$ cat config.mk
export PLATFORM = sky130hd
export DESIGN_NAME = tpgil_top
export DESIGN_NICKNAME = d
export VERILOG_FILES = /design/src/hdl/tpgil_pkg.sv /design/src/hdl/tpgil_phase.sv /design/src/hdl/tpgil_top.sv
export SDC_FILE = /design/constraint.sdc
export NUM_CORES = 1
export LEC_CHECK = 0
export BUFFER_PORTS_ARGS = -buffer_cell sky130_fd_sc_hd__buf_2
export CORE_ASPECT_RATIO = 1.4
export CORE_MARGIN = 4
export CORE_UTILIZATION = 65
export DETAILED_ROUTE_END_ITERATION = 8
export GPL_TIMING_DRIVEN = 0
export PLACE_DENSITY = 0.84
export SLEW_MARGIN = 20
export SYNTH_ARGS = -nofsm -noshare
export SYNTH_HDL_FRONTEND = slang
export SYNTH_SLANG_ARGS = --single-unit
$ cat constraint.sdc
create_clock -name sys_clk_i -period 7.7 [get_ports sys_clk_i]
set_input_delay 0.77 -clock sys_clk_i [delete_from_list [all_inputs] [get_ports sys_clk_i]]
set_output_delay 0.77 -clock sys_clk_i [all_outputs]
set_load 0.01 [all_outputs]
$ cat src/hdl/tpgil_pkg.sv
// constants for the three-phase gate input logic
package tpgil_pkg;

    // input synchroniser
    localparam int SYNC_STAGES = 3;
    localparam int PIN_COUNT = 15;
    localparam int PIN_EN1 = 0;
    localparam int PIN_EN2 = 1;
    localparam int PIN_HI_N = 2;
    localparam int PIN_LO = 5;
    localparam int PIN_SRC = 8;
    localparam int PIN_OC = 11;
    localparam int PIN_CS_N = 12;
    localparam int PIN_SCLK = 13;
    localparam int PIN_SI = 14;
    // idle levels: chip select, serial clock, high-side controls high
    localparam logic [PIN_COUNT-1:0] PIN_RST = 15'h301C;

    // serial frame layout
    localparam int FRAME_BITS = 8;
    localparam int BIT_CNT_W = 4;
    localparam int OP_MSB = 7;
    localparam int OP_LSB = 5;
    localparam int DATA_W = 5;
    localparam logic [2:0] OP_STATUS = 3'h0;
    localparam logic [2:0] OP_CLEAR = 3'h2;
    localparam logic [2:0] OP_DEADTIME = 3'h4;
    localparam logic [2:0] OP_UNLOCK = 3'h5;
    localparam logic [2:0] OP_SIMUL = 3'h6;
    localparam logic [DATA_W-1:0] UNLOCK_KEY = 5'h15;

    // status byte shifted out on each frame
    localparam int ST_OC = 7;
    localparam int ST_OVERLAP = 6;
    localparam int ST_FRAME = 5;
    localparam int ST_SIMUL = 4;
    localparam int ST_UNLOCK = 3;

    // timing
    localparam int CLK_PERIOD_PS = 8000;
    localparam int SCLK_TYP_KHZ = 3000;
    localparam int DT_STEP_NS = 100;
    localparam int DT_STEP_CYC =
        (DT_STEP_NS * 1000 + CLK_PERIOD_PS - 1) / CLK_PERIOD_PS;
    localparam int DT_CNT_W = 10;
    localparam logic [DATA_W-1:0] DT_CODE_RST = 5'h04;

    // serial port sequencer
    typedef enum logic [1:0] {
        TPGIL_SP_IDLE = 2'b00,
        TPGIL_SP_SHIFT = 2'b01,
        TPGIL_SP_EXEC = 2'b10
    } tpgil_sp_state_e;

endpackage

$ cat src/hdl/tpgil_phase.sv
// one phase: enable gating, deadtime and overlap guard
module tpgil_phase #(
    parameter int DT_CNT_W = tpgil_pkg::DT_CNT_W
) (
    // clock and resets
    input wire logic sys_clk_i,
    input wire logic nrst_i,
    input wire logic dev_reset_n_i,
    // control
    input wire logic enable_i,
    input wire logic high_req_i,
    input wire logic low_req_i,
    input wire logic allow_simul_i,
    input wire logic [DT_CNT_W-1:0] dt_cycles_i,
    // gate drives and fault event
    output logic high_gate_o,
    output logic low_gate_o,
    output logic overlap_o
);

    logic [DT_CNT_W-1:0] dt_cnt;
    logic [DT_CNT_W-1:0] next_dt_cnt;
    logic next_high;
    logic next_low;

    wire want_high = enable_i & high_req_i;
    wire want_low = enable_i & low_req_i;
    wire clash = want_high & want_low & ~allow_simul_i;
    wire dt_done = (dt_cnt == '0);
    // complementary side must be off and deadtime spent, unless simultaneous drive is allowed
    wire high_ok = allow_simul_i | (~low_gate_o & dt_done);
    wire low_ok = allow_simul_i | (~high_gate_o & dt_done);
    wire turn_off = (high_gate_o & ~next_high) | (low_gate_o & ~next_low);

    assign next_high = want_high & ~clash & high_ok;
    assign next_low = want_low & ~clash & low_ok;
    assign next_dt_cnt = turn_off ? dt_cycles_i :
                         (dt_done ? dt_cnt : dt_cnt - 1'b1);

    always_ff @(posedge sys_clk_i or negedge dev_reset_n_i) begin
        if (!dev_reset_n_i) begin
            high_gate_o <= 1'b0;
            low_gate_o <= 1'b0;
            overlap_o <= 1'b0;
            dt_cnt <= '0;
        end else if (!nrst_i) begin
            high_gate_o <= 1'b0;
            low_gate_o <= 1'b0;
            overlap_o <= 1'b0;
            dt_cnt <= '0;
        end else begin
            high_gate_o <= next_high;
            low_gate_o <= next_low;
            overlap_o <= clash;
            dt_cnt <= next_dt_cnt;
        end
    end

endmodule // tpgil_phase

$ cat src/hdl/tpgil_top.sv
// three-phase gate input logic: pins, serial setup port and phases
//
// Behaviour
// - any gate turns on only while both enable inputs are high
// - high-side gate is requested by its active-low control input
// - low-side gate is requested by its active-high control input
// - serial input sampled on serial clock falling edge, MSB first
// - serial output floats while chip select high, drives once it falls
// - chip select low frames one command; traffic outside is ignored
// - phase level output low while source below half battery, else high
// - overcurrent comparator result driven on its own output
// - device reset input acts asynchronously, without the clock
// - deadtime inserted between one side off and the other side on, unless simultaneous drive is permitted
// - both sides of a phase on only after guarded serial permission
module tpgil_top #(
    parameter logic [tpgil_pkg::DATA_W-1:0] DT_CODE_RST =
        tpgil_pkg::DT_CODE_RST
) (
    // clock and resets
    input wire logic sys_clk_i,
    input wire logic nrst_i,
    input wire logic dev_reset_n_i,
    // enables
    input wire logic drive_enable_first_i,
    input wire logic drive_enable_second_i,
    // phase controls
    input wire logic phase_a_high_ctrl_n_i,
    input wire logic phase_b_high_ctrl_n_i,
    input wire logic phase_c_high_ctrl_n_i,
    input wire logic phase_a_low_ctrl_i,
    input wire logic phase_b_low_ctrl_i,
    input wire logic phase_c_low_ctrl_i,
    // comparator levels
    input wire logic phase_a_high_source_i,
    input wire logic phase_b_high_source_i,
    input wire logic phase_c_high_source_i,
    input wire logic overcurrent_cmp_i,
    // serial setup port
    input wire logic chip_sel_n_i,
    input wire logic ser_clk_i,
    input wire logic ser_in_i,
    output logic ser_out_o,
    output logic ser_out_en_o,
    // gate drives
    output logic [2:0] high_gate_o,
    output logic [2:0] low_gate_o,
    // status
    output logic phase_a_level_out_o,
    output logic phase_b_level_out_o,
    output logic phase_c_level_out_o,
    output logic overcurrent_flag_out_o,
    output logic fault_irq_o
);

    localparam int NP = tpgil_pkg::PIN_COUNT;
    localparam int SS = tpgil_pkg::SYNC_STAGES;
    localparam int FB = tpgil_pkg::FRAME_BITS;
    localparam int BW = tpgil_pkg::BIT_CNT_W;
    localparam int DW = tpgil_pkg::DATA_W;
    localparam int CW = tpgil_pkg::DT_CNT_W;

    // ---------------- pin synchronisers ----------------
    logic [NP-1:0] pins;
    logic [NP-1:0] pin_f;
    logic [SS-1:0] sync_q [NP];

    assign pins = {ser_in_i, ser_clk_i, chip_sel_n_i, overcurrent_cmp_i,
                   phase_c_high_source_i, phase_b_high_source_i,
                   phase_a_high_source_i,
                   phase_c_low_ctrl_i, phase_b_low_ctrl_i,
                   phase_a_low_ctrl_i,
                   phase_c_high_ctrl_n_i, phase_b_high_ctrl_n_i,
                   phase_a_high_ctrl_n_i,
                   drive_enable_second_i, drive_enable_first_i};

    // level changes once the second and third stages agree
    for (genvar g = 0; g < NP; g++) begin : g_sync
        always_ff @(posedge sys_clk_i) begin
            if (!nrst_i) begin
                sync_q[g] <= {SS{tpgil_pkg::PIN_RST[g]}};
                pin_f[g] <= tpgil_pkg::PIN_RST[g];
            end else begin
                sync_q[g] <= {sync_q[g][SS-2:0], pins[g]};
                if (sync_q[g][1] == sync_q[g][2]) begin
                    pin_f[g] <= sync_q[g][2];
                end
            end
        end
    end

    wire drv_enable = pin_f[tpgil_pkg::PIN_EN1] &
                      pin_f[tpgil_pkg::PIN_EN2];
    wire [2:0] high_req = ~pin_f[tpgil_pkg::PIN_HI_N +: 3];
    wire [2:0] low_req = pin_f[tpgil_pkg::PIN_LO +: 3];
    wire [2:0] src_above = pin_f[tpgil_pkg::PIN_SRC +: 3];
    wire oc_level = pin_f[tpgil_pkg::PIN_OC];
    wire cs_n = pin_f[tpgil_pkg::PIN_CS_N];
    wire sclk = pin_f[tpgil_pkg::PIN_SCLK];
    wire si = pin_f[tpgil_pkg::PIN_SI];

    // ---------------- serial clock edges ----------------
    logic sclk_prev;
    logic cs_prev;
    wire sclk_fall = sclk_prev & ~sclk;
    wire sclk_rise = ~sclk_prev & sclk;
    wire cs_fall = cs_prev & ~cs_n;

    always_ff @(posedge sys_clk_i) begin
        if (!nrst_i) begin
            sclk_prev <= 1'b1;
            cs_prev <= 1'b1;
        end else begin
            sclk_prev <= sclk;
            cs_prev <= cs_n;
        end
    end

    // ---------------- configuration and fault state ----------------
    tpgil_pkg::tpgil_sp_state_e sp_state;
    tpgil_pkg::tpgil_sp_state_e next_sp_state;
    logic [FB-1:0] shift_in;
    logic [FB-1:0] shift_out;
    logic [BW-1:0] bit_cnt;
    logic [DW-1:0] dt_code;
    logic allow_simul;
    logic unlocked;
    logic fault_oc;
    logic fault_overlap;
    logic fault_frame;
    logic [2:0] overlap_ev;

    wire [2:0] opcode = shift_in[tpgil_pkg::OP_MSB:tpgil_pkg::OP_LSB];
    wire [DW-1:0] op_data = shift_in[DW-1:0];
    wire frame_ok = (bit_cnt == BW'(FB));
    wire exec = (sp_state == tpgil_pkg::TPGIL_SP_EXEC);
    wire exec_ok = exec & frame_ok;
    wire do_clear = exec_ok & (opcode == tpgil_pkg::OP_CLEAR);
    wire do_dt = exec_ok & (opcode == tpgil_pkg::OP_DEADTIME);
    wire do_unlock = exec_ok & (opcode == tpgil_pkg::OP_UNLOCK) &
                     (op_data == tpgil_pkg::UNLOCK_KEY);
    // permission change only in the frame right after the key
    wire do_simul = exec_ok & (opcode == tpgil_pkg::OP_SIMUL) &
                    unlocked;
    wire [CW-1:0] dt_cycles =
        CW'(32'(dt_code) * tpgil_pkg::DT_STEP_CYC);

    wire [FB-1:0] status_byte = {fault_oc, fault_overlap, fault_frame,
                                 allow_simul, unlocked, 3'h0};

    // sticky faults: a new event wins over a clear in the same cycle
    wire next_fault_oc = oc_level | (fault_oc & ~do_clear);
    wire next_fault_overlap = (|overlap_ev) |
                              (fault_overlap & ~do_clear);
    wire next_fault_frame = (exec & ~frame_ok) |
                            (fault_frame & ~do_clear);

    // ---------------- serial sequencer ----------------
    always_comb begin
        next_sp_state = sp_state;
        case (sp_state)
            tpgil_pkg::TPGIL_SP_IDLE: begin
                if (cs_fall) begin
                    next_sp_state = tpgil_pkg::TPGIL_SP_SHIFT;
                end
            end
            tpgil_pkg::TPGIL_SP_SHIFT: begin
                if (cs_n) begin
                    next_sp_state = tpgil_pkg::TPGIL_SP_EXEC;
                end
            end
            tpgil_pkg::TPGIL_SP_EXEC: begin
                next_sp_state = tpgil_pkg::TPGIL_SP_IDLE;
            end
            default: begin
                next_sp_state = tpgil_pkg::TPGIL_SP_IDLE;
            end
        endcase
    end

    always_ff @(posedge sys_clk_i or negedge dev_reset_n_i) begin
        if (!dev_reset_n_i) begin
            sp_state <= tpgil_pkg::TPGIL_SP_IDLE;
        end else if (!nrst_i) begin
            sp_state <= tpgil_pkg::TPGIL_SP_IDLE;
        end else begin
            sp_state <= next_sp_state;
        end
    end

    // input shift: falling edge, MSB first, counted up to saturation
    always_ff @(posedge sys_clk_i or negedge dev_reset_n_i) begin
        if (!dev_reset_n_i) begin
            shift_in <= '0;
            bit_cnt <= '0;
        end else if (!nrst_i) begin
            shift_in <= '0;
            bit_cnt <= '0;
        end else if (cs_fall) begin
            bit_cnt <= '0;
        end else if (sp_state == tpgil_pkg::TPGIL_SP_SHIFT && sclk_fall
                     && !cs_n) begin
            shift_in <= {shift_in[FB-2:0], si};
            if (bit_cnt != '1) begin
                bit_cnt <= bit_cnt + 1'b1;
            end
        end
    end

    // output shift: status loaded at frame start, advanced on rise
    always_ff @(posedge sys_clk_i or negedge dev_reset_n_i) begin
        if (!dev_reset_n_i) begin
            shift_out <= '0;
            ser_out_o <= 1'b0;
            ser_out_en_o <= 1'b0;
        end else if (!nrst_i) begin
            shift_out <= '0;
            ser_out_o <= 1'b0;
            ser_out_en_o <= 1'b0;
        end else begin
            ser_out_en_o <= ~cs_n;
            if (cs_fall) begin
                shift_out <= status_byte;
                ser_out_o <= status_byte[FB-1];
            end else if (sp_state == tpgil_pkg::TPGIL_SP_SHIFT &&
                         sclk_rise && !cs_n) begin
                shift_out <= {shift_out[FB-2:0], 1'b0};
                ser_out_o <= shift_out[FB-2];
            end
        end
    end

    // setup registers written by completed frames
    always_ff @(posedge sys_clk_i or negedge dev_reset_n_i) begin
        if (!dev_reset_n_i) begin
            dt_code <= DT_CODE_RST;
            allow_simul <= 1'b0;
            unlocked <= 1'b0;
        end else if (!nrst_i) begin
            dt_code <= DT_CODE_RST;
            allow_simul <= 1'b0;
            unlocked <= 1'b0;
        end else if (exec) begin
            unlocked <= do_unlock;
            if (do_dt) begin
                dt_code <= op_data;
            end
            if (do_simul) begin
                allow_simul <= op_data[0];
            end
        end
    end

    // faults, interrupt and comparator outputs
    always_ff @(posedge sys_clk_i or negedge dev_reset_n_i) begin
        if (!dev_reset_n_i) begin
            fault_oc <= 1'b0;
            fault_overlap <= 1'b0;
            fault_frame <= 1'b0;
            fault_irq_o <= 1'b0;
            phase_a_level_out_o <= 1'b0;
            phase_b_level_out_o <= 1'b0;
            phase_c_level_out_o <= 1'b0;
            overcurrent_flag_out_o <= 1'b0;
        end else if (!nrst_i) begin
            fault_oc <= 1'b0;
            fault_overlap <= 1'b0;
            fault_frame <= 1'b0;
            fault_irq_o <= 1'b0;
            phase_a_level_out_o <= 1'b0;
            phase_b_level_out_o <= 1'b0;
            phase_c_level_out_o <= 1'b0;
            overcurrent_flag_out_o <= 1'b0;
        end else begin
            fault_oc <= next_fault_oc;
            fault_overlap <= next_fault_overlap;
            fault_frame <= next_fault_frame;
            fault_irq_o <= next_fault_oc | next_fault_overlap |
                           next_fault_frame;
            phase_a_level_out_o <= src_above[0];
            phase_b_level_out_o <= src_above[1];
            phase_c_level_out_o <= src_above[2];
            overcurrent_flag_out_o <= oc_level;
        end
    end

    // ---------------- phases ----------------
    for (genvar p = 0; p < 3; p++) begin : g_phase
        tpgil_phase #(
            .DT_CNT_W(CW)
        ) u_phase (
            .sys_clk_i(sys_clk_i),
            .nrst_i(nrst_i),
            .dev_reset_n_i(dev_reset_n_i),
            .enable_i(drv_enable),
            .high_req_i(high_req[p]),
            .low_req_i(low_req[p]),
            .allow_simul_i(allow_simul),
            .dt_cycles_i(dt_cycles),
            .high_gate_o(high_gate_o[p]),
            .low_gate_o(low_gate_o[p]),
            .overlap_o(overlap_ev[p])
        );
    end

endmodule // tpgil_top

======== Yosys cells after proc, flatten, opt, wreduce, memory -nomap -nowiden ========
Memory sizes are Yosys's and may differ from the RTL's.
Cells that the tools add are included.
operators by class
  $add $sub $neg .......................... 4
  multiply operators ...................... 1
  equal/unequal tests ..................... 37
  multiplexer cells ....................... 69
  bitwise operators ....................... 102
  reductions and logical operators ........ 15
operators by type and width
  operator                                               number
  2-to-1 mux 10 bit                                      9
  bitwise AND 1 bit                                      51
  2-to-1 mux 3 bit                                       15
  zero test 10 bit                                       3
  subtractor 10 x 1 -> 10 bit, second input constant     3
  OR 1 bit                                               29
  2-to-1 mux 1 bit                                       28
  2-to-1 mux 8 bit                                       3
  2-to-1 mux 7 bit                                       3
  inverter 1 bit                                         21
  2-to-1 mux 4 bit                                       4
  equality test 1 bit                                    15
  2-to-1 mux 5 bit                                       3
  inequality test 3 bit, second input constant           5
  AND reduction 2 bit                                    5
  equality test 3 bit, second input constant             3
  multiplier 5 x 4 -> 9 bit, second input constant       1
  inequality test 3 x 1 -> 1 bit, second input constant  3
  inequality test 2 x 1 -> 1 bit, second input constant  4
  2-to-1 mux 2 bit                                       3
  equality test 5 bit, second input constant             1
  adder 4 x 1 -> 4 bit, second input constant            1
  equality test 4 bit, second input constant             1
  logical AND 1 bit                                      4
  10 further kinds                                       10
word-level totals
  register bits after elaboration ......... 94
  memory bits (writable) .................. 45
  word-level logic and storage cells ...... 275
  memories ................................ 1
memory list
  name    words  width  read ports  clocked after Yosys merged registers in  wr ports  line             text
  sync_q  15     3      15          0                                        15        tpgil_top.sv:65  logic [SS-1:0] sync_q [NP];

======== Logic depth before layout (Yosys ltp) ========
Gate-level depths: netlist of run 1.
  depth in word-level cells ............... 12
  depth in mapped cells ................... 10
  depth with buffers taken out ............ 10

======== Hierarchy ========
From an unflattened synthesis of run 1, not the netlist that was laid out.
unflattened totals
  cells, all modules ...................... 677
  area total of the unflattened synthesis .. 6642.6 µm²
modules (own cells, without submodules)
  module       times used  cells each  area each (µm²)  seq. area each (µm²)
  tpgil_top    1           368         3827.4           2118.3
  tpgil_phase  3           103         938.4            325.3

======== Worst setup path before layout of run 1 ========
Ideal clock, no wire load.
  path kind ............................... register -> register
  start point ............................. register dt_code[2]
  end point ............................... register g_phase[0].u_phase.dt_cnt[8]
  library setup time ...................... 0.120 ns
  arrival ................................. 2.424 ns
  required time ........................... 7.580 ns
  setup slack ............................. 5.156 ns
  cell stages (with the launch flop) ...... 9
  buffers on the path ..................... 0
  clock period less this slack ............ 2.544 ns
  cells stage by stage .................... dfstp_2 ha_1 fa_1 ha_1 a211oi_1 o21bai_1 a21oi_1 xnor2_1 a31o_2
on the way
  longest elaborated chain between the ends .. 3
ends and longest elaborated chain
  item                       line               text
  start, declared            tpgil_top.sv:124   logic [DW-1:0] dt_code;
  start signal, assigned     tpgil_top.sv:245   dt_code <= op_data;
  multiplier 5 x 4 -> 9 bit  tpgil_top.sv:145   CW'(32'(dt_code) * tpgil_pkg::DT_STEP_CYC);
  2-to-1 mux 10 bit          tpgil_phase.sv:37  assign next_dt_cnt = turn_off ? dt_cycles_i :
  2-to-1 mux 10 bit          tpgil_phase.sv:46  end else if (!nrst_i) begin
  end signal, assigned       tpgil_phase.sv:55  dt_cnt <= next_dt_cnt;
  end, declared              tpgil_phase.sv:21  logic [DT_CNT_W-1:0] dt_cnt;
Every way passes these cells.
A chain may end at the register's enable or synchronous reset.

======== Worst setup path after layout of run 1 ========
  start point ............................. register dt_code[1]
  end point ............................... register g_phase[1].u_phase.dt_cnt[8]
on the way
  longest elaborated chain between the ends .. 3
ends and longest elaborated chain
  item                       line
  multiplier 5 x 4 -> 9 bit  tpgil_top.sv:145
  2-to-1 mux 10 bit          tpgil_phase.sv:37
  2-to-1 mux 10 bit          tpgil_phase.sv:46
  end signal, assigned       tpgil_phase.sv:55
  end, declared              tpgil_phase.sv:21
Every way passes these cells.

==> results.txt, run 1 <==
- Row generation in the floorplan step produced 41 rows.
* Synthesized cell area: 6080 µm²
- Max-cap violations in this run came to 0.
- Tightest Hold Check Type: in2async
- Result of the run: complete, no violations
- Summed over all failing endpoints, the final setup total negative slack is 0 ns.
* CTS sink cnt: 136
- Number of H-tree branching levels: 4
* Layout cells sized above 1: 14.3%
- At the end of routability-driven placement, the weighted congestion stood at 0.924.
- Counting the fill cells in the layout gives 575.
- Number of hold violations in the final report: 0
- STA classifies the critical path startpoint as a flop.
- IO Pins: 31
- Crit share post-route: 38.0%
- Number of violations reported at the end of detailed-routing iteration 0: 322
- The die covers 11000 µm².
- For this run, design rule violations remaining after detail routing come to 0.
* Actual slew at the worst max-slew pin: 0.639 ns
- For this run, the post-layout net count is 674.
- Setup repair after global routing left no endpoint under its margin.
* Chip Height: 122 µm
* Arrival time worst endpoint: 3.23 ns
* Cell types with the highest counts after synthesis: 73 x sky130_fd_sc_hd__dfrtp_1, 62 x sky130_fd_sc_hd__dfxtp_1, 37 x sky130_fd_sc_hd__and2_1
* CTS root buffer: sky130_fd_sc_hd__clkbuf_16
- The max-slew violation count is 0.
* Top-area cell type share of the netlist area: 30.1%
- Clock-pin slew reported for the worst setup and hold paths after clock tree synthesis: 0.06 ns
* Synth area leader: sky130_fd_sc_hd__dfrtp_1
* Width of the die: 89.7 µm
* Pin count of the biggest net entering global routing: 56
- Port Buffers: 29
- Maximum vdd drop: 0.231 mV
* Post-synthesis register bit count: 136
- Final critical delay including setup and external delays: 2.92 ns
- The number of nets handed over by synthesis was 625.
- The via count of the first global-routing pass came to 4493.
- Along the worst path, the maximum fanout reaches 6.
* Logic depth of the worst register-to-register path: 8
- By startpoint and endpoint, the worst setup path is classified as reg2reg.
- Number of antenna violations at the first check in global routing: 0
* Hold-fix buffer count after cts: 0
- The first detailed-routing pass ran for 5 iterations.
* P&R area growth vs syn: 14.9%
- Antenna cell count: 0
* Highest clock frequency the design can meet: 0.342 GHz
* Post-Route Hold Slack: 0.234 ns
- After clock tree synthesis, the repair step resized 0 gates.
* Most used flip-flop cell after synthesis: sky130_fd_sc_hd__dfrtp_1
- TritonCTS built the clock tree.
- In this run, CTS created clock tree buffers numbering 17.
- The later pin in the worst-skew pair is clocked with a latency of 0.42 ns.
- Register area: 3090 µm²
- The first global-routing pass estimated 21200 µm of wire.
- For this run, the number of Yosys warnings is 0.
* Data required time of the critical path: 8.01 ns
- For this configuration, the core starts out at a cell density of 66.9%.
- The multi-input combinational cells in the finished layout cover a total of 2770 µm².
- Via Count: 4407
- Top post-synthesis cells by area: sky130_fd_sc_hd__dfrtp_1 30%, sky130_fd_sc_hd__dfxtp_1 20%, sky130_fd_sc_hd__ha_1 4.5%
- After global routing the overflow that remains totals 0.
- For this design the static power due to leakage is 3.01 nW.
- On the final layout, the worst clock skew is 0.00701 ns.
* Power Dens Cells: 309 nW/µm²
* Drt total wl: 12600 µm
- After technology mapping, the gate count stands at 583.
- Final setup violating endpoints: 0
- Mean cell area of the mapped netlist: 10.4 µm²
- Area of the placeable core: 9080 µm²
- Counting flops with a built-in enable in the synthesized netlist gives 0.
* Average routed wire per standard cell: 16.8 µm
* Share of synthesized area occupied by flip-flops and latches: 50.9%
- Most frequent cell after synthesis: sky130_fd_sc_hd__dfrtp_1
- Buffers added to address setup during post-CTS repair amount to 0.
- Worst-case clock buffer depth: 2
* Kind of end point of the critical path: flop
- The count of nets left with antenna violations once routing finished came out at 0.
- The netlist uses 64 different library cells.
* Rel. slew slack: 57.4%
- In the synthesized netlist the async set-or-reset flop fraction comes to 54.4%.
- Using the TritonRoute via totals, the vias-per-cell ratio works out to 5.86.
- DP Wirelength: 8770 µm
- Global routing used 24.6% of the available tracks.
-- report_power, final --
group	internal, mW	switching, mW	leakage [nW]
Sequential	0.782	0.0699	1.51
Clock	0.482	0.309	0.293
Combinational	0.239	0.278	1.21
Total	1.50	0.657	3.01
-- layer usage --
metal  wire length [µm]  global-route usage, %  vias up  share of wire (%)
met3                547                   6.56       33                4.3
met1               5130                   27.1     2142                 41
met4                363                   12.8        0                2.9
met5                  0                      0        -                  0
li1                   -                      -     2124                  -
met2               6600                   43.8      108                 52
-- cell type report --
cell class / instances / share of cell area, %
Inverter: 21 / 1.13
Sequential cell: 136 / 44.3
Multi-Input combinational cell: 398 / 39.7
Clock inverter: 10 / 1.15
Tap cell: 107 / 1.92
Timing Repair Buffer: 30 / 2.51
Clock buffer: 22 / 7.42
Buffer: 28 / 1.90
-- flip-flops by register name (all words and copies together), names as in the netlist, 2 cells and up --
signal	flops
sync_q	45
g_phase.u_phase.dt_cnt	30
pin_f	8
shift_in	8
dt_code	5
bit_cnt	4
shift_out	4
g_phase.u_phase.high_gate_o	3
g_phase.u_phase.low_gate_o	3
g_phase.u_phase.overlap_o	3
low_req	3
sp_state	2
-- layout by cell type (no fill, tap or decap), types with 20 or more instances in the layout --
| cell type | count |
|---|---|
| sky130_fd_sc_hd__ha_1 | 22 |
| sky130_fd_sc_hd__nand2_1 | 33 |
| sky130_fd_sc_hd__buf_2 | 32 |
| sky130_fd_sc_hd__clkbuf_16 | 20 |
| sky130_fd_sc_hd__dfrtp_1 | 73 |
| sky130_fd_sc_hd__inv_1 | 21 |
| sky130_fd_sc_hd__xnor2_1 | 21 |
| sky130_fd_sc_hd__and2_1 | 37 |
| sky130_fd_sc_hd__o21ai_0 | 26 |
| sky130_fd_sc_hd__nand2b_1 | 25 |
| sky130_fd_sc_hd__mux2i_1 | 23 |
| sky130_fd_sc_hd__nor2b_1 | 21 |
| sky130_fd_sc_hd__nor2_1 | 31 |
| sky130_fd_sc_hd__dfxtp_1 | 62 |
-- kinds of logic (layout without fill, tap and decap cells) --
family                   Yosys count  after routing  synth area share [%]
XOR/XNOR                          26             26                  3.87
multiplexers                      24             24                  3.97
AO/OA/AOI/OAI                     98             98                  11.2
flip-flops                       136            136                  50.9
AND/OR/NAND/NOR                  226            226                  21.4
adder cells (fa/ha/maj)           24             24                  5.19
buffers and inverters             49            111                  3.48
-- per-stage QoR --
stage	cell area [µm²]	instances	util, %	power (mW)	setup slack (ns)
final	6980	752	76.9	2.16	4.78
after global routing	6980	752	76.9	2.26	4.70
after CTS	6980	752	76.9	2.16	4.79
after detailed placement	6380	720	70.3	1.36	4.81
after global placement	6350	719	70.0	1.33	4.88
after floorplan	6080	583	-	1.25	5.16
-- final timing paths --
kind                                     from                            to  slack [ns]
max in group asynchronous       dev_reset_n_i                    dt_code[2]        6.85
worst min-delay path            dev_reset_n_i                    bit_cnt[1]        0.23
min in group sys_clk_i          sync_q[1][12]                 sync_q[1][13]        0.41
worst max register to register     dt_code[1]  g_phase[1].u_phase.dt_cnt[8]        4.78
worst min register to register  sync_q[1][12]                 sync_q[1][13]        0.41
worst max-delay path               dt_code[1]  g_phase[1].u_phase.dt_cnt[8]        4.78
-- worst max-delay path, stage by stage, from the launching register on --
cell,delay (ns)
sky130_fd_sc_hd__dfrtp_1,0.50
sky130_fd_sc_hd__ha_1,0.37
sky130_fd_sc_hd__fa_1,0.51
sky130_fd_sc_hd__ha_1,0.32
sky130_fd_sc_hd__a211oi_1,0.33
sky130_fd_sc_hd__o21bai_1,0.14
sky130_fd_sc_hd__a21oi_1,0.18
sky130_fd_sc_hd__xnor2_1,0.18
sky130_fd_sc_hd__a31o_2,0.29
No activity file was read; power rests on OpenSTA's default activity.
==> run 2, diff against run 1 <==
ABC_AREA = 1   (was unset)
CORE_UTILIZATION = 55   (was 65)
PLACE_DENSITY = 0.76   (was 0.84)
clock period = 2.61 ns   (was 7.7 ns; I/O delays follow)
==> run 2 against run 1 <==
Effect of this change:
- sequential share of layout area shrank 1.8 points
- critical path depth increased by 1
- flip-flop and latch count is the same
- combinational power grew to 3.6 times the previous value
- non-clock buffer count decreased by 2
- wire length rose by 5.4%
- die area up 20%
- core utilization shrank 11 points
- critical endpoint is now g_phase[2].u_phase.dt_cnt[8]
- largest power group unchanged
- highest routed layer unchanged
==> results.txt, run 2 <==
- The run finished with clean final reports.
- The wire length after detailed routing came to 13300 µm (+5.4%).
- Port Buffers: 30 (+3.4%)
- The library cell used most frequently in the layout, excluding fill and tap cells, is sky130_fd_sc_hd__nand2_1.
- Clock tree from TritonCTS: yes
- The full die area was 13200 µm² (+20%).
- Layout cells sized above 1: 17.0% (+2.7 points)
- Arrival time worst endpoint: 2.83 ns (-0.40 ns)
- Post-synthesis register bit count: 136 (unchanged)
- The number of antenna violations at the first check in global routing was 0 (unchanged).
* Clock-pin slew reported for the worst setup and hold paths after clock tree synthesis: 0.06 ns (about the same)
* Final-stage net count: 841 (+25%)
- Sw frac: 33.3% (+2.9 points)
* Remaining antenna violation count after routing: 0 (unchanged)
* Register area: 3090 µm² (unchanged)
- The number of CTS-inserted buffers is 17 (unchanged).
- The number of remaining DRC errors was 0 (unchanged).
- STA classifies the critical path startpoint as a flop.
* Final critical delay including setup and external delays: 2.55 ns (-0.378 ns)
- The worst hold path belongs to the class in2reg.
* Max cap viols: 0 (unchanged)
- The I/O pin count came to 31 (unchanged).
- The via count of the first global-routing pass is 5091 (+13%).
- Pin count of the biggest net entering global routing: 43 (-23%)
- The synthesized area is 6290 µm² (+3.5%).
- Number of distinct library cells after synthesis: 54 (-16%)
* Post-Route Hold Slack: 0.0292 ns (-0.205 ns)
- The setup slack at placement is -0.124 ns (-4.94 ns).
* Number of enable-type register cells in the synthesized netlist: 0 (unchanged)
- Share of synthesized area occupied by flip-flops and latches: 49.2% (-1.7 points)
- CTS root buffer: sky130_fd_sc_hd__clkbuf_16
- Switching power: 2.18 mW (+230%)
- Cell types with the highest counts after synthesis: 152 x sky130_fd_sc_hd__nand2_1, 105 x sky130_fd_sc_hd__inv_1, 73 x sky130_fd_sc_hd__dfrtp_1
- Top post-synthesis cells by area: sky130_fd_sc_hd__dfrtp_1 29%, sky130_fd_sc_hd__dfxtp_1 20%, sky130_fd_sc_hd__nand2_1 9.1%
- The total of endpoints with negative setup slack in the final report is 0 (unchanged).
- Kind of end point of the critical path: flop
- The total power density per cell area came to 900 nW/µm² (+190%).
- Most used flip-flop cell after synthesis: sky130_fd_sc_hd__dfrtp_1
- The detailed router's first-iteration violation count was 229 (-29%).
* Final GP Congestion: 0.856 (-7.4%)
* Non-Filler Instances: 953 (+27%)
- The worst-margin pin slew is 0.633 ns (-0.00591 ns).
* Highest clock frequency the design can meet: 0.393 GHz (+15%)
- Yosys instantiated no cell more often than sky130_fd_sc_hd__nand2_1.
* Global route overflow: 0 (unchanged)
- The worst relative slew slack is 57.8% (+0.39 points).
- First-pass detailed-route iteration total: 5 (unchanged)
- The worst-case setup margin in the final layout came to 0.0643 ns (-4.71 ns).
- Initial Utilization: 57.0% (-10 points)
* Mean cell area of the mapped netlist: 8.43 µm² (-19%)
- Worst-case clock buffer depth: 2 (unchanged)
- The number of fillers in the final layout came to 891 (+55%).
- The part of the total power dissipated in sequential elements was 38.3% (-1.1 points).
- The largest fanout on the critical path came to 3 (-3).
- The max-slew violation count is 0 (unchanged).
* Synth area leader: sky130_fd_sc_hd__dfrtp_1
- The portion of synthesized cell area occupied by the leading cell type is 29.1% (-1.0 points).
- The post-detailed-placement half-perimeter wirelength was 9660 µm (+10%).
* Fraction of the core area covered by cells at the end of the flow: 66.0% (-11 points)
- Antenna cell count: 0 (unchanged)
- Cell internal pwr: 4.37 mW (+190%)
- Floorplan row count: 45 (+9.8%)
* Average routed wire per standard cell: 14.0 µm (-17%)
- The clock latency on the worst-skew pair is 0.41 ns (about the same).
- The first-pass GRT wire length was 22500 µm (+6.5%).
- Maximum vdd drop: 0.631 mV (+170%)
* Comb power frac: 28.0% (+4.1 points)
* Area of the placeable core: 11000 µm² (+22%)
- The critical path is of the reg2reg type.
- The number of vias per cell came to 5.26 (-10%).
* Unrepaired setup endpoints after global routing: yes
* Width of the die: 98.4 µm (+9.6%)
- Crit share post-route: 97.5% (+60 points)
- The synthesized netlist net count came to 788 (+26%).
- The count of warnings emitted by yosys is 0 (unchanged).
- CTS sink cnt: 136 (unchanged)
- Multi-input combinational cell area: 2670 µm² (-3.7%)
- Chip Height: 134 µm (+9.9%)
- The final-report hold violation count came to 0 (unchanged).
* GRT Resource Usage Total: 21.2% (-3.4 points)
* Part of the total power dissipated in the clock network: 33.6% (-3.0 points)
- Compared with the post-synthesis result, the final layout area differs by 15.8%.
- The number of levels the H-tree was split into was 4 (unchanged).
* Data required time of the critical path: 2.90 ns (-5.11 ns)
* Proportion of synthesized flip-flops having asynchronous set or reset: 54.4% (unchanged)
- Ranked by flip-flop count, first place goes to sync_q.
* Commonest cells after routing, fill and taps aside: 152 x sky130_fd_sc_hd__nand2_1, 105 x sky130_fd_sc_hd__inv_1, 73 x sky130_fd_sc_hd__dfrtp_1
- The flip-flop count of the largest register after layout came to 45 (unchanged).
* Clk_skew: 0.00631 ns (-0.000693 ns)
* Cell Count Post-Placement: 918 (+28%)
- The leakage power summed over all cells came to 3.74 nW (+24%).
* Via Count: 5015 (+14%)
- The largest registers in the layout are sync_q: 45 flops, g_phase.u_phase.dt_cnt: 30 flops.
* Cells after Synth: 746 (+28%)
==> run 2: cell types whose count changed in the layout (fill, tap and decap cells not counted), sizes merged, moves of 15 or more <==
cell | before | now
a21oi | 12 | 30
and2 | 37 | 1
inv | 24 | 117
mux2i | 23 | 0
nand2 | 34 | 164
nand2b | 25 | 0
nand3 | 16 | 51
nor2 | 31 | 70
nor2b | 21 | 0
or2 | 0 | 19
xnor2 | 22 | 7
==> run 2: critical path, cell delays in order (launching register included) <==
cell	delay, ns
sky130_fd_sc_hd__dfstp_2	0.57
sky130_fd_sc_hd__ha_4	0.21
sky130_fd_sc_hd__fa_1	0.47
sky130_fd_sc_hd__ha_1	0.29
sky130_fd_sc_hd__nand3_1	0.08
sky130_fd_sc_hd__nand2_1	0.07
sky130_fd_sc_hd__a21o_1	0.20
sky130_fd_sc_hd__a21oi_2	0.18
sky130_fd_sc_hd__xor2_2	0.25
sky130_fd_sc_hd__o21ai_1	0.10
==> run 2: per-layer routing <==
layer  global-route usage (%)  up-vias  part of all wire, %
met5                        0        -                    0
met4                     9.87        0                  3.7
met3                     5.32       37                  3.9
met2                     39.0      144                   54
met1                     22.4     2376                   39
li1                         -     2458                    -
==> run 2: path summary, 6_finish.rpt <==
| kind | startpoint | to | cells past startpoint | slack (ns) |
|---|---|---|---|---|
| worst max-delay path | dt_code[2] | g_phase[2].u_phase.dt_cnt[8] | 9 | 0.06 |
| worst min-delay path | phase_c_high_source_i | sync_q[1][6] | 3 | 0.03 |
| worst max register to register | dt_code[2] | g_phase[2].u_phase.dt_cnt[8] | 9 | 0.06 |
| worst min register to register | sync_q[1][15] | sync_q[1][16] | 1 | 0.41 |
| max in group asynchronous | dev_reset_n_i | dt_code[2] | 3 | 1.61 |
| min in group asynchronous | dev_reset_n_i | g_phase[0].u_phase.dt_cnt[7] | 2 | 0.35 |
==> run 2: repair_timing <==
action,in CTS,in global routing
resized for setup,6,4
pin swaps,1,9
endpoints found under the hold margin,32,0
setup endpoints to repair,6,9
buffers inserted,0,2
hold buffers,1,0
==> run 2: power groups by stage <==
stage	Sequential (mW)	Combinational [mW]	Clock [mW]
after floorplan	2.51	1.45	0
after global placement	2.54	1.72	0
after detailed placement	2.55	1.79	0
after CTS	2.51	1.83	2.25
after global routing	2.54	2.11	2.34
final	2.51	1.84	2.21
==> run 2: layout make-up <==
type                            instances  share of cell area [%]
Buffer                                 22                    1.82
Clock buffer                           21                    6.48
Clock inverter                         11                    1.19
Multi-Input combinational cell        472                    36.7
Timing Repair Buffer                   34                    2.72
Sequential cell                       136                    42.5
Inverter                              116                    6.21
Tap cell                              141                    2.42
==> run 2: stage by stage <==
stage	setup TNS (ns)	power (mW)	cell area [µm²]
2_1_floorplan	0	3.96	6290
3_3_place_gp	-0.337	4.26	6610
3_5_place_dp	-0.682	4.35	6640
4_1_cts	0	6.58	7240
5_1_grt	-0.0325	6.99	7280
6_report	0	6.55	7280
==> run 2: logic make-up after synthesis <==
family | count (synthesis) | synth area share [%]
XOR/XNOR | 25 | 3.48
AND/OR/NAND/NOR | 338 | 25.1
multiplexers | 1 | 0.179
AO/OA/AOI/OAI | 83 | 7.50
buffers and inverters | 138 | 9.30
adder cells (fa/ha/maj) | 25 | 5.18
flip-flops | 136 | 49.2
==> run 3, diff against run 2 <==
PLACE_DENSITY = unset   (was 0.76)
PLACE_DENSITY_LB_ADDON = 0.2   (was unset)
==> run 3 against run 2 <==
Effect of this change:
- count of clock-buffer cells in the layout is 2 lower
- cell area fell by 0.33%
- clock power is essentially flat
- core utilization shrank 0.22 points
- power down 0.20%
- worst setup slack better by 0.0065 ns
- final cell count down 0.10%
- first-iteration DRC count fell by 1.3%
- global-route usage increased by 0.51 points
- sequential power is essentially flat
- clock skew increased by 0.0083 ns
- die area is the same
- critical path type unchanged
- critical endpoint is now g_phase[0].u_phase.dt_cnt[8]
- largest cell class unchanged
- largest power group unchanged
==> results.txt, run 3 (synthesized netlist as in run 2, its figures left out) <==
- The number of antenna violations at the first check in global routing was 0 (unchanged).
- Vias in the first global route: 5098 (+0.14%)
* Drt total wl: 13300 µm (+0.11%)
* Final setup violating endpoints: 0 (unchanged)
* Switching power: 2.22 mW (+1.7%)
- The part of the total power dissipated in sequential elements was 38.4% (about the same).
* Arrival time worst endpoint: 2.82 ns (about the same)
* Start point of the critical path: dt_code[2]
- Initial Utilization: 57.0% (unchanged)
* Average routed wire per standard cell: 14.0 µm (+0.21%)
- The global-route total usage across every layer came to 21.7% (+0.51 points).
* Width of the die: 98.4 µm (unchanged)
- Final-stage net count: 840 (-0.12%)
- Actual slew at the worst max-slew pin: 0.613 ns (-0.0199 ns)
- The worst hold path belongs to the class in2reg.
* IO Pins: 31 (unchanged)
- Wire length of the first global-routing pass: 23200 µm (+3.0%)
* Floorplan row count: 45 (unchanged)
- The worst vdd rail ir drop is 0.626 mV (-0.86%).
- Relative to the synthesized area, the layout overhead comes to 15.4%.
- The fraction of power spent switching nets was 34.0% (+0.63 points).
- Static power due to leakage: 3.74 nW (about the same)
- Logic depth of the worst register-to-register path: 10 (+1)
- Part of the total power dissipated in the clock network: 34.0% (+0.4 points)
- Number of violations reported at the end of detailed-routing iteration 0: 226 (-1.3%)
- The reg2reg setup slack was 0.07 ns (about the same).
- The number of remaining DRC errors is 0 (unchanged).
- Total power consumption of the routed design: 6.54 mW (-0.20%)
- Data required time of the critical path: 2.89 ns (about the same)
- The count of buffers from port buffering is 30 (unchanged).
- The via total after detailed routing was 4923 (-1.8%).
* Overall die area: 13200 µm² (unchanged)
* CTS root buffer: sky130_fd_sc_hd__clkbuf_16
* Launching point of the worst reg2reg path: dt_code[2]
- The worst relative slew slack came to 59.1% (+1.3 points).
* Kind of end point of the critical path: flop
- The total power density per cell area was 902 nW/µm² (+0.13%).
- Result of the run: complete, no violations
* DP Wirelength: 9630 µm (-0.26%)
- Cell internal pwr: 4.32 mW (-1.1%)
- Chip Height: 134 µm (unchanged)
- Max cap viols: 0 (unchanged)
- The number of levels the H-tree was split into is 4 (unchanged).
* Category of the worst setup path launch point: flop
* Highest clock frequency the design can meet: 0.394 GHz (+0.26%)
- Longest individual stage delay on the worst path: 0.56 ns (about the same)
- The setup slack at placement was -0.133 ns (-0.00919 ns).
- In this run the critical register-to-register path is captured at g_phase[0].u_phase.dt_cnt[8].
- Final critical delay including setup and external delays: 2.54 ns (-0.00654 ns)
- The final period utilization is 97.3% (-0.25 points).
- The final antenna diode count came to 0 (unchanged).
* Layout cells sized above 1: 17.1% (+0.14 points)
- Crit path max fanout: 4 (+1)
- Comb power frac: 27.6% (-0.4 points)
- TritonCTS Buffers: 17 (unchanged)
* Pin count of the biggest net entering global routing: 46 (+7.0%)
- The number of vias per cell came to 5.17 (-1.7%).
* Clk_skew: 0.0146 ns (+0.00834 ns)
- Type of the setup path with the least slack: reg2reg
- Clock latency reported for the late side of the worst-skew pair: 0.41 ns (about the same)
* Flip-flop count of the largest register after layout: 45 (unchanged)
- Remaining antenna violation count after routing: 0 (unchanged)
- PnR worst setup slack: 0.0708 ns (+0.00654 ns)
* Worst-case clock buffer depth: 2 (unchanged)
- Area of the placeable core: 11000 µm² (unchanged)
- Commonest cells after routing, fill and taps aside: 151 x sky130_fd_sc_hd__nand2_1, 105 x sky130_fd_sc_hd__inv_1, 73 x sky130_fd_sc_hd__dfrtp_1
* First-pass detailed-route iteration total: 4 (-1)
- The largest registers in the layout are sync_q: 45 flops, g_phase.u_phase.dt_cnt: 30 flops.
* Max stage delay cell, worst path: sky130_fd_sc_hd__dfstp_2
- The most critical setup path has its endpoint at g_phase[0].u_phase.dt_cnt[8].
- The library cell used most frequently in the layout, excluding fill and tap cells, is sky130_fd_sc_hd__nand2_1.
- Clock tree from TritonCTS: yes
- The residual overflow from global routing was 0 (unchanged).
- The signal on the critical path passes through ha_1 -> fa_1 -> ha_1 -> a21oi_2 -> nand2_2 -> a21o_1 -> a21oi_2 -> xor2_1 -> buf_4 -> o21ai_0.
- Max-slew violations: 0 (unchanged)
* Clock-pin slew reported for the worst setup and hold paths after clock tree synthesis: 0.06 ns (about the same)
* CTS sink cnt: 136 (unchanged)
- Final GP Congestion: 0.876 (+2.3%)
- The final-report hold violation count came to 0 (unchanged).
* Register name with the most flops: sync_q
[run 3: how the worst min path moves through the flow]
stage                           from                      endpoint  depth (start not counted)
2_1_floorplan          dev_reset_n_i                   allow_simul                          0
3_3_place_gp            sync_q[0][0]                  sync_q[0][1]                          2
3_5_place_dp           dev_reset_n_i  g_phase[0].u_phase.dt_cnt[7]                          1
4_1_cts        phase_c_high_source_i                  sync_q[1][6]                          3
5_1_grt        phase_c_high_source_i                  sync_q[1][6]                          3
6_report       phase_c_high_ctrl_n_i                 sync_q[0][12]                          2
[run 3: repair_timing]
action | 4_1_cts | 5_1_grt
pin swaps | 3 | 3
endpoints found under the setup margin | 6 | 12
hold buffers | 1 | 0
gates resized for setup | 3 | 6
buffers inserted | 1 | 0
endpoints found under the hold margin | 29 | 0
[run 3: power groups by stage]
stage	sequential (mW)	combinational, mW	clock, mW
finish	2.51	1.81	2.22
global route	2.54	2.11	2.34
CTS	2.51	1.82	2.25
detailed placement	2.55	1.79	0
global placement	2.54	1.72	0
floorplan	2.51	1.45	0
[run 3: critical path, delay by kind of cell (launching register included)]
family	cells	cell delay [ns]
XOR/XNOR	1	0.15
AND/OR/NAND/NOR	1	0.09
AO/OA/AOI/OAI	4	0.52
flip-flops	1	0.56
buffers and inverters	1	0.15
adder cells (fa/ha/maj)	3	0.94
[run 3: per-layer routing]
| layer | track usage (%) | vias to the layer above | share of wire [%] |
|---|---|---|---|
| met5 | 0 | - | 0 |
| met4 | 10.2 | 0 | 3.0 |
| met3 | 3.77 | 25 | 2.7 |
| met2 | 39.9 | 80 | 54 |
| met1 | 24.0 | 2348 | 40 |
| li1 | - | 2470 | - |
[run 3: layout make-up]
cell class / instances / area (µm²)
fillers: 946 / 3780
plain buffers: 22 / 133
well taps: 141 / 176
repair buffers: 33 / 198
clock inverters: 13 / 108
flip-flops and latches: 136 / 3090
multi-input cells: 472 / 2650
clock buffers: 19 / 443
inverters: 116 / 452
[run 3: per-stage QoR]
step                area, µm²  hold slack, ns  TNS [ns]  utilization [%]  instances
finish                   7250          0.0324         0             65.7        952
global route             7250          0.0223  -0.00536             65.7        952
CTS                      7220          0.0222         0             65.4        952
detailed placement       6640           0.236    -0.436             60.2        918
global placement         6610           0.393    -0.231             59.9        917
floorplan                6290         -0.0346         0                -        746
